--- src/design/nac_pkg.sv ---
package nac_pkg;
	// coprocessor 15 register keys: opcode1, primary, secondary, opcode2
	localparam logic [2:0]  GATE_OPC1      = 3'h0;
	localparam logic [3:0]  GATE_CRN       = 4'h1;
	localparam logic [3:0]  GATE_CRM       = 4'h1;
	localparam logic [2:0]  GATE_OPC2      = 3'h2;
	localparam logic [2:0]  AUX_OPC1       = 3'h0;
	localparam logic [3:0]  AUX_CRN        = 4'h1;
	localparam logic [3:0]  AUX_CRM        = 4'h0;
	localparam logic [2:0]  AUX_OPC2       = 3'h1;
	localparam logic [2:0]  CPAC_OPC1      = 3'h0;
	localparam logic [3:0]  CPAC_CRN       = 4'h1;
	localparam logic [3:0]  CPAC_CRM       = 4'h0;
	localparam logic [2:0]  CPAC_OPC2      = 3'h2;
	localparam logic [2:0]  MOVR_OPC1      = 3'h0;
	localparam logic [3:0]  MOVR_CRN       = 4'h1;
	localparam logic [3:0]  MOVR_CRM       = 4'h1;
	localparam logic [2:0]  MOVR_OPC2      = 3'h3;
	// access gate fields
	localparam int          GATE_MP_BIT    = 18;
	localparam int          GATE_VEC_BIT   = 15;
	localparam int          GATE_UPR_BIT   = 14;
	localparam int          GATE_COPROC11_PERMIT_BIT  = 11;
	localparam int          GATE_COPROC10_PERMIT_BIT  = 10;
	localparam logic [31:0] GATE_RW_MASK   = 32'h0004_cc00;
	localparam logic [31:0] GATE_RESET     = 32'h0000_0000;
	// access control register fields
	localparam int          CPAC_VEC_BIT   = 31;
	localparam int          CPAC_UPR_BIT   = 30;
	localparam int          CPAC_CP_LSB    = 20;
	localparam logic [3:0]  CPAC_CP_RESET  = 4'h0;
	// auxiliary control register field
	localparam int          AUX_MP_BIT     = 6;
	// mask override fields
	localparam int          MOVR_LSB       = 6;
	localparam logic [2:0]  MOVR_RESET     = 3'h0;
	// coprocessor numbers
	localparam logic [3:0]  CP_NUM10       = 4'ha;
	localparam logic [3:0]  CP_NUM11       = 4'hb;
endpackage

--- src/design/nac_forced_bit.sv ---
`timescale 1ns/1ps
module nac_forced_bit (
	input  wire logic stored,
	input  wire logic wbit,
	input  wire logic wr,
	input  wire logic gate,
	input  wire logic nonsecure,
	output logic      view,
	output logic      nxt
);
	wire forced = gate & nonsecure;

	// forced bit reads one and swallows writes
	assign view = stored | forced;
	assign nxt  = (wr && !forced) ? wbit : stored;
endmodule

--- src/design/nac_access_gate.sv ---
`timescale 1ns/1ps
// Functional notes
// - user mode access to gate is undefined
// - secure rw, nonsecure read only, else undefined
// - cp14 and cp15 permissions never gated
// - bit 18 clear traps nonsecure aux writes
// - bit 18 set lets nonsecure write mp only
// - vector gate forces disable bit in nonsecure
// - upper gate forces upper disable in nonsecure
// - coprocessor 11 nonsecure only when permitted
// - coprocessor 10 nonsecure only when permitted
// - gate key is 0, c1, c1, 2
// - mask override secure privileged only
module nac_access_gate
	import nac_pkg::*;
(
	input  wire logic        clock,
	input  wire logic        reset,
	input  wire logic        req_valid,
	input  wire logic        req_write,
	input  wire logic [2:0]  req_opc1,
	input  wire logic [3:0]  req_crn,
	input  wire logic [3:0]  req_crm,
	input  wire logic [2:0]  req_opc2,
	input  wire logic [31:0] req_wdata,
	input  wire logic        req_priv,
	input  wire logic        req_nonsecure,
	input  wire logic        cur_nonsecure,
	input  wire logic [3:0]  cp_query_num,
	output logic             rsp_valid_ff,
	output logic             rsp_undef_ff,
	output logic [31:0]      rsp_rdata_ff,
	output logic             multiprocessing_bit_ff,
	output logic             cp_query_ok_ff,
	output logic [2:0]       mask_override_ff,
	output logic             vec_disable_eff_ff,
	output logic             upper_disable_eff_ff
);
	logic [31:0] gate_ff;
	logic        vec_dis_ff;
	logic        upr_dis_ff;
	logic [3:0]  cpac_cp_ff;

	wire hit_gate = (req_opc1 == GATE_OPC1) && (req_crn == GATE_CRN)
		&& (req_crm == GATE_CRM) && (req_opc2 == GATE_OPC2);
	wire hit_aux  = (req_opc1 == AUX_OPC1) && (req_crn == AUX_CRN)
		&& (req_crm == AUX_CRM) && (req_opc2 == AUX_OPC2);
	wire hit_cpac = (req_opc1 == CPAC_OPC1) && (req_crn == CPAC_CRN)
		&& (req_crm == CPAC_CRM) && (req_opc2 == CPAC_OPC2);
	wire hit_movr = (req_opc1 == MOVR_OPC1) && (req_crn == MOVR_CRN)
		&& (req_crm == MOVR_CRM) && (req_opc2 == MOVR_OPC2);

	wire user     = !req_priv;
	wire ns_wr    = req_nonsecure && req_write;
	wire mp_gate  = gate_ff[GATE_MP_BIT];
	wire vec_gate = gate_ff[GATE_VEC_BIT];
	wire upr_gate = gate_ff[GATE_UPR_BIT];

	wire undef_gate = user || ns_wr;
	wire undef_aux  = user || (ns_wr && !mp_gate);
	wire undef_cpac = user;
	wire undef_movr = user || req_nonsecure;

	// unmapped keys are treated as undefined, never silently absorbed
	wire nxt_undef = hit_gate ? undef_gate :
		hit_aux  ? undef_aux :
		hit_cpac ? undef_cpac :
		hit_movr ? undef_movr : 1'b1;
	wire do_wr = req_valid && req_write && !nxt_undef;

	wire [31:0] nxt_gate = (do_wr && hit_gate) ? (req_wdata & GATE_RW_MASK) : gate_ff;
	// nonsecure write reaches only the mp bit; other aux bits are not held
	wire nxt_mp = (do_wr && hit_aux) ? req_wdata[AUX_MP_BIT] : multiprocessing_bit_ff;
	wire [3:0] nxt_cpac_cp = (do_wr && hit_cpac) ? req_wdata[CPAC_CP_LSB +: 4] : cpac_cp_ff;
	wire [2:0] nxt_movr = (do_wr && hit_movr) ? req_wdata[MOVR_LSB +: 3] : mask_override_ff;

	logic vec_view;
	logic nxt_vec;
	logic upr_view;
	logic nxt_upr;

	nac_forced_bit u_vec (
		.stored    (vec_dis_ff),
		.wbit      (req_wdata[CPAC_VEC_BIT]),
		.wr        (do_wr && hit_cpac),
		.gate      (vec_gate),
		.nonsecure (req_nonsecure),
		.view      (vec_view),
		.nxt       (nxt_vec)
	);

	nac_forced_bit u_upr (
		.stored    (upr_dis_ff),
		.wbit      (req_wdata[CPAC_UPR_BIT]),
		.wr        (do_wr && hit_cpac),
		.gate      (upr_gate),
		.nonsecure (req_nonsecure),
		.view      (upr_view),
		.nxt       (nxt_upr)
	);

	wire [31:0] cpac_rd = {vec_view, upr_view, 6'h00, cpac_cp_ff, 20'h0_0000};
	wire [31:0] aux_rd  = 32'(multiprocessing_bit_ff) << AUX_MP_BIT;
	wire [31:0] movr_rd = 32'(mask_override_ff) << MOVR_LSB;
	wire [31:0] nxt_rdata = (req_valid && !req_write && !nxt_undef) ?
		(hit_gate ? gate_ff : hit_aux ? aux_rd : hit_cpac ? cpac_rd : movr_rd) : 32'h0000_0000;

	// only coprocessors 10 and 11 are gated; all others pass untouched
	wire nxt_cp_ok = (cp_query_num == CP_NUM11) ? (!cur_nonsecure || gate_ff[GATE_COPROC11_PERMIT_BIT]) :
		(cp_query_num == CP_NUM10) ? (!cur_nonsecure || gate_ff[GATE_COPROC10_PERMIT_BIT]) : 1'b1;
	wire nxt_vec_eff = vec_dis_ff || (vec_gate && cur_nonsecure);
	wire nxt_upr_eff = upr_dis_ff || (upr_gate && cur_nonsecure);

	always_ff @(posedge clock) begin
		if (reset) begin
			gate_ff <= GATE_RESET;
			multiprocessing_bit_ff <= 1'b0;
			vec_dis_ff <= 1'b0;
			upr_dis_ff <= 1'b0;
			cpac_cp_ff <= CPAC_CP_RESET;
			mask_override_ff <= MOVR_RESET;
		end else begin
			gate_ff <= nxt_gate;
			multiprocessing_bit_ff <= nxt_mp;
			vec_dis_ff <= nxt_vec;
			upr_dis_ff <= nxt_upr;
			cpac_cp_ff <= nxt_cpac_cp;
			mask_override_ff <= nxt_movr;
		end
	end

	always_ff @(posedge clock) begin
		if (reset) begin
			rsp_valid_ff <= 1'b0;
			rsp_undef_ff <= 1'b0;
			rsp_rdata_ff <= 32'h0000_0000;
			cp_query_ok_ff <= 1'b0;
			vec_disable_eff_ff <= 1'b0;
			upper_disable_eff_ff <= 1'b0;
		end else begin
			rsp_valid_ff <= req_valid;
			rsp_undef_ff <= req_valid && nxt_undef;
			rsp_rdata_ff <= nxt_rdata;
			cp_query_ok_ff <= nxt_cp_ok;
			vec_disable_eff_ff <= nxt_vec_eff;
			upper_disable_eff_ff <= nxt_upr_eff;
		end
	end
endmodule

--- config.mk ---
export PLATFORM = sky130hd
export DESIGN_NAME = nac_access_gate
export DESIGN_NICKNAME = d
export VERILOG_FILES = /design/src/design/nac_pkg.sv /design/src/design/nac_forced_bit.sv /design/src/design/nac_access_gate.sv
export SDC_FILE = /design/constraint.sdc
export NUM_CORES = 1
export LEC_CHECK = 0
export BUFFER_PORTS_ARGS = -buffer_cell sky130_fd_sc_hd__buf_4
export CORE_MARGIN = 8
export CORE_UTILIZATION = 40
export CTS_CLUSTER_SIZE = 24
export DETAILED_ROUTE_END_ITERATION = 6
export PLACE_DENSITY = 0.75
export RECOVER_POWER = 50
export SYNTH_ARGS = -nofsm -noshare
export SYNTH_HDL_FRONTEND = slang
export SYNTH_SLANG_ARGS = --single-unit
--- constraint.sdc ---
create_clock -name clock -period 1.5 [get_ports clock]
set_input_delay 0.075 -clock clock [delete_from_list [all_inputs] [get_ports clock]]
set_output_delay 0.075 -clock clock [all_outputs]
set_load 0.1 [all_outputs]
# Word-level counts from Yosys, hierarchy flattened
# Index checks and enable logic that the tools add are counted.
dict set report word_totals {
  register_bits 52
  latchBits 0
  ramBits 0
  rom_bits 0
  in_bits 57
  wordCells 81
  mem_count 0
}
dict set report classes {
  add_sub_neg 0
  multipliers 0
  div_mod_pow 0
  order_cmp 0
  eq_ne 7
  n_shift 0
  n_mux 9
  bitwise 6
  n_reduce_logical 43
}
# op n
set ops {}
lappend ops {{$mux 19} 2}
lappend ops {{$logic_and 1x1->1} 22}
lappend ops {{$reduce_or 5->1} 2}
lappend ops {{$mux 9} 1}
lappend ops {{$eq 4x1->1 const B} 2}
lappend ops {{$eq 4x4->1 const B} 2}
lappend ops {{$logic_not 1->1} 7}
lappend ops {{$logic_or 1x1->1} 7}
lappend ops {{$eq 3x2->1 const B} 2}
lappend ops {{$mux 1} 6}
lappend ops {{$logic_not 4->1} 1}
lappend ops {{$reduce_or 4->1} 1}
lappend ops {{$eq 3x1->1 const B} 1}
lappend ops {{$logic_not 3->1} 1}
lappend ops {{$reduce_or 3->1} 1}
lappend ops {{$and 1x1->1} 2}
lappend ops {{$not 1->1} 2}
lappend ops {{$or 1x1->1} 2}
lappend ops {{$reduce_or 2->1} 1}

# Logic depth before layout (Yosys ltp)
dict set report depth {
  ltp_word 12
  mapped_depth 6
  ltp_nobuf 4
}

# Hierarchy
# Synthesis repeated with hierarchy kept, for this count alone.
dict set report hier_totals {
  hier_cells 164
  area_unflattened_um2 1704.1
}
# module n_inst cells_each area_per_inst_um2 seq_area_each_um2
set by_module_without_submodules {}
lappend by_module_without_submodules {nac_access_gate 1 158 1651.6 680.7}
lappend by_module_without_submodules {nac_forced_bit 2 3 26.3 0.0}

# Least setup slack after synthesis
# Ideal clock, no wire load.
dict set report synth_timing {
  path_kind {reg2reg}
  start {register mask_override_ff[0] (netlist name)}
  end {register mask_override_ff[0]}
  arrival_time_ns 1.279
  required_ns 1.430
  path_slack_ns 0.151
  path_stages_with_launch 3
  n_path_buf 0
  period_less_slack_ns 1.349
  path_cell_list {dfxtp_1 > o21ai_0 > a21oi_1}
}
# element line_no
set synth_rtl {}
lappend synth_rtl {{to (signal assigned)} nac_access_gate.sv:128} ;# mask_override_ff <= nxt_movr;
lappend synth_rtl {{to (decl)} nac_access_gate.sv:35} ;# output logic [2:0] mask_override_ff,

# Final worst setup path
dict set report layout_timing {
  start {register multiprocessing_bit_ff}
  end {output multiprocessing_bit_ff}
}
# element line_no
set layout_rtl {}
lappend layout_rtl {{from (decl)} nac_access_gate.sv:33} ;# output logic multiprocessing_bit_ff,
lappend layout_rtl {{from (signal assigned)} nac_access_gate.sv:124} ;# multiprocessing_bit_ff <= nxt_mp;
# No word-level cell between the ends.

==> results.json <==
{
  "power.static_leakage_nw": 0.895,
  "maxCapViolCount": 0,
  "timing.hold.worst.class": "in2reg",
  "timing.fmax_mhz": 852,
  "finalHoldViolCount": 0,
  "most-common-layout-cells": "41 x sky130_fd_sc_hd__buf_4, 34 x sky130_fd_sc_hd__dfxtp_1, 22 x sky130_fd_sc_hd__a21oi_1, 22 x sky130_fd_sc_hd__clkbuf_2, 18 x sky130_fd_sc_hd__conb_1",
  "timing.final.setup_violations": 0,
  "ctsRootBufferMaster": "sky130_fd_sc_hd__clkbuf_8",
  "tritoncts.num_buffers": 5,
  "post_cts_hold_buffer_count": 0,
  "clkTransAtPathRegs_ns": 0.07,
  "min_delay_path_depth": 3,
  "place.port_buffers": 61,
  "cts.sink_count": 34,
  "chipWidth_um": 79.2,
  "grt_setup_unrepaired": "false",
  "sum_neg_setup_slack_ns": 0,
  "final_util": 0.523,
  "slew_viol_final": 0,
  "crit-reg2reg-capture": "rsp_undef_ff",
  "path_delay_family": "buffers and inverters",
  "first_global_vias": 1475,
  "detail_route.wl_per_cell_um": 13.9,
  "ports": 98,
  "setup.worst_path.class": "reg2out",
  "critPathArrivalTime_ns": 1.10,
  "tritoncts": "built",
  "netlist_top_cells_area": "sky130_fd_sc_hd__dfxtp_1 43%, sky130_fd_sc_hd__buf_4 9.4%, sky130_fd_sc_hd__a21oi_1 6.9%, sky130_fd_sc_hd__nand4_1 5.1%, sky130_fd_sc_hd__o21ai_0 5.0%",
  "effective_utilization_at_floorplan": 0.408,
  "timing.critical_path.slowest_cell_delay_ns": 0.46,
  "wl_um": 3970,
  "global_route.usage.total": 0.132,
  "global_route.overflow_total": 0,
  "via_count": 1401,
  "power_frac_comb": 0.196,
  "antenna_found_initial": 0,
  "floorplan.core_area_mm2": 0.00391,
  "switching_power_mw": 0.641,
  "diodes": 0,
  "std_cell_rows": 23,
  "die_y_um": 79.2,
  "design.final.nets": 291,
  "detail_route.iter0.violations": 70,
  "worst_r2r_start": "gate_ff[18]",
  "pwr_density_cell_mw_per_mm2": 981,
  "final_common_cell": "sky130_fd_sc_hd__buf_4",
  "hold_end": "rsp_valid_ff",
  "rrSetupSlack_ns": 0.55,
  "cts_max_path_buffers": 2,
  "timing.slew.headroom": 0.636,
  "worst-endpoint-required_ns": 1.42,
  "netlist_area_mm2": 0.00160,
  "synth.yosys.warnings": 0,
  "global_route_wire_length_before_repair_um": 6670,
  "worst_hold_slack_after_final_layout_ns": 0.0283,
  "post_cts.resized_instances": 0,
  "fin_area_mm2": 0.00205,
  "period_minus_slack_ns": 1.17,
  "hp-start": "req_valid",
  "layout_worst_path_cycle_share": 0.782,
  "final_layout_size_suffix_gt1_frac": 0.366,
  "ff2ff_path_depth": 2,
  "finalClockSkew_ns": 0.00299,
  "crit_path_cell_trace": "clkbuf_2",
  "postCtsSetupBuffers": 0,
  "layout-area-overhead-vs-synth_pct": 28.3,
  "fp.dieArea_mm2": 0.00626,
  "run_status": "finished, final reports clean",
  "nFillCells": 411,
  "grt_max_degree": 20,
  "avgViaCountPerCell": 4.92,
  "synthesis.instances": 172,
  "synth_seq_area_share": 0.427,
  "power.share.sequential": 0.452,
  "worst_pin_slew_ns": 0.548,
  "power_report.internal_total_mw": 1.37,
  "hpwlAfterDp_um": 3120,
  "yosysTopAreaCellShare": 0.427,
  "stages_on_the_worst_setup_path": 1,
  "timing.critical_path.from_type": "flop",
  "critical_path.max_fanout": 3,
  "synth_seq_cells": 34,
  "clock_insertion_delay_at_the_later_pin_of_the_skew_report_ns": 0.29,
  "critical_path_buf_inv_count": 1,
  "remaining_drc_errors": 0,
  "gp_routability_congestion": 0.811,
  "synth_cell_type_count": 40,
  "net_switching_share_of_the_total_power": 0.319,
  "cp-end-kind": "output pin",
  "detailed_place.area_mm2": 0.00201,
  "clkPwrFrac": 0.352,
  "h-tree-depth": 2,
  "drt.antenna.violating_nets": 0,
  "syn_avg_cell_area_um2": 9.27,
  "vdd_ir_drop_max_v": 0.000355,
  "firstDrtPassIters": 4,
  "worst_path_max_delay_cell": "sky130_fd_sc_hd__clkbuf_2",
  "synth.largest_area_cell": "sky130_fd_sc_hd__dfxtp_1"
}
-- sequential cells by signal (all words and copies together), names as in the netlist --
name                    cells
cpac_cp_ff                  4
cp_query_ok_ff              1
rsp_undef_ff                1
gate_ff                     5
upper_disable_eff_ff        1
rsp_valid_ff                1
upr_dis_ff                  1
vec_disable_eff_ff          1
multiprocessing_bit_ff      1
rsp_rdata_ff               14
mask_override_ff            3
vec_dis_ff                  1
-- logic make-up after synthesis --
family / share of synthesized area
AO/OA/AOI/OAI: 0.141
multiplexers: 0.00627
other: 0.00235
XOR/XNOR: 0.00549
AND/OR/NAND/NOR: 0.296
buffers and inverters: 0.122
flip-flops: 0.427
-- routing by layer --
layer  vias to the layer above  routed length (um)  GRT usage
li1                        709                   -          -
met1                       625                1780      0.155
met2                        61                1740      0.200
met3                         6                 362     0.0609
met4                         0                  81     0.0611
met5                         -                   0          0
-- how the worst max path moves through the flow --
stage,start,to,slack [ns]
global route,req_crn[3],upr_dis_ff,0.23
detailed placement,req_crn[3],rsp_rdata_ff[14],0.16
global placement,req_crn[3],rsp_rdata_ff[14],0.18
floorplan,mask_override_ff[0],mask_override_ff[0],0.15
CTS,req_crn[3],rsp_rdata_ff[14],0.46
finish,multiprocessing_bit_ff,multiprocessing_bit_ff,0.33
-- power by group through the flow --
stage                     clock network (mW)  logic (mW)  registers, mW
after CTS                              0.726       0.396          0.908
final                                  0.706       0.394          0.908
after detailed placement                   0       0.396          0.929
after floorplan                            0       0.289          0.962
after global placement                     0       0.393          0.928
after global routing                   0.768       0.414          0.908
-- synthesized netlist by cell type (all sizes together) --
cell,n
clkbuf,1
nor4b,1
nand3b,1
o21a,1
nor3,2
dfxtp,34
nor2b,3
inv,2
nand2,4
and3b,1
and3,7
a22oi,1
mux2i,1
and4b,2
and2,9
buf,24
o21ai,16
nor2,6
o311a,1
a221o,1
nor3b,3
a21oi,22
nand2b,2
xor2,1
and4,3
nand4,13
conb,1
nand3,9
-- layout make-up --
type                       count  area (um^2)  share of cell area
clock inverter                 2         12.5             0.00611
tap                           50         62.6              0.0306
inverter                       2         7.51             0.00367
sequential                    34          681               0.333
clock buffer                   6         82.6              0.0403
timing repair buffer          63          418               0.204
multi-input combinational    128          783               0.383
-- per-stage QoR --
| step | power (mW) | instances | setup slack, ns |
|---|---|---|---|
| after floorplan | 1.25 | 189 | 0.151 |
| after global placement | 1.32 | 277 | 0.178 |
| after detailed placement | 1.32 | 277 | 0.156 |
| after CTS | 2.03 | 285 | 0.461 |
| after global routing | 2.09 | 285 | 0.233 |
| final | 2.01 | 285 | 0.327 |
Note: power is estimated with default switching activity, not from simulation.
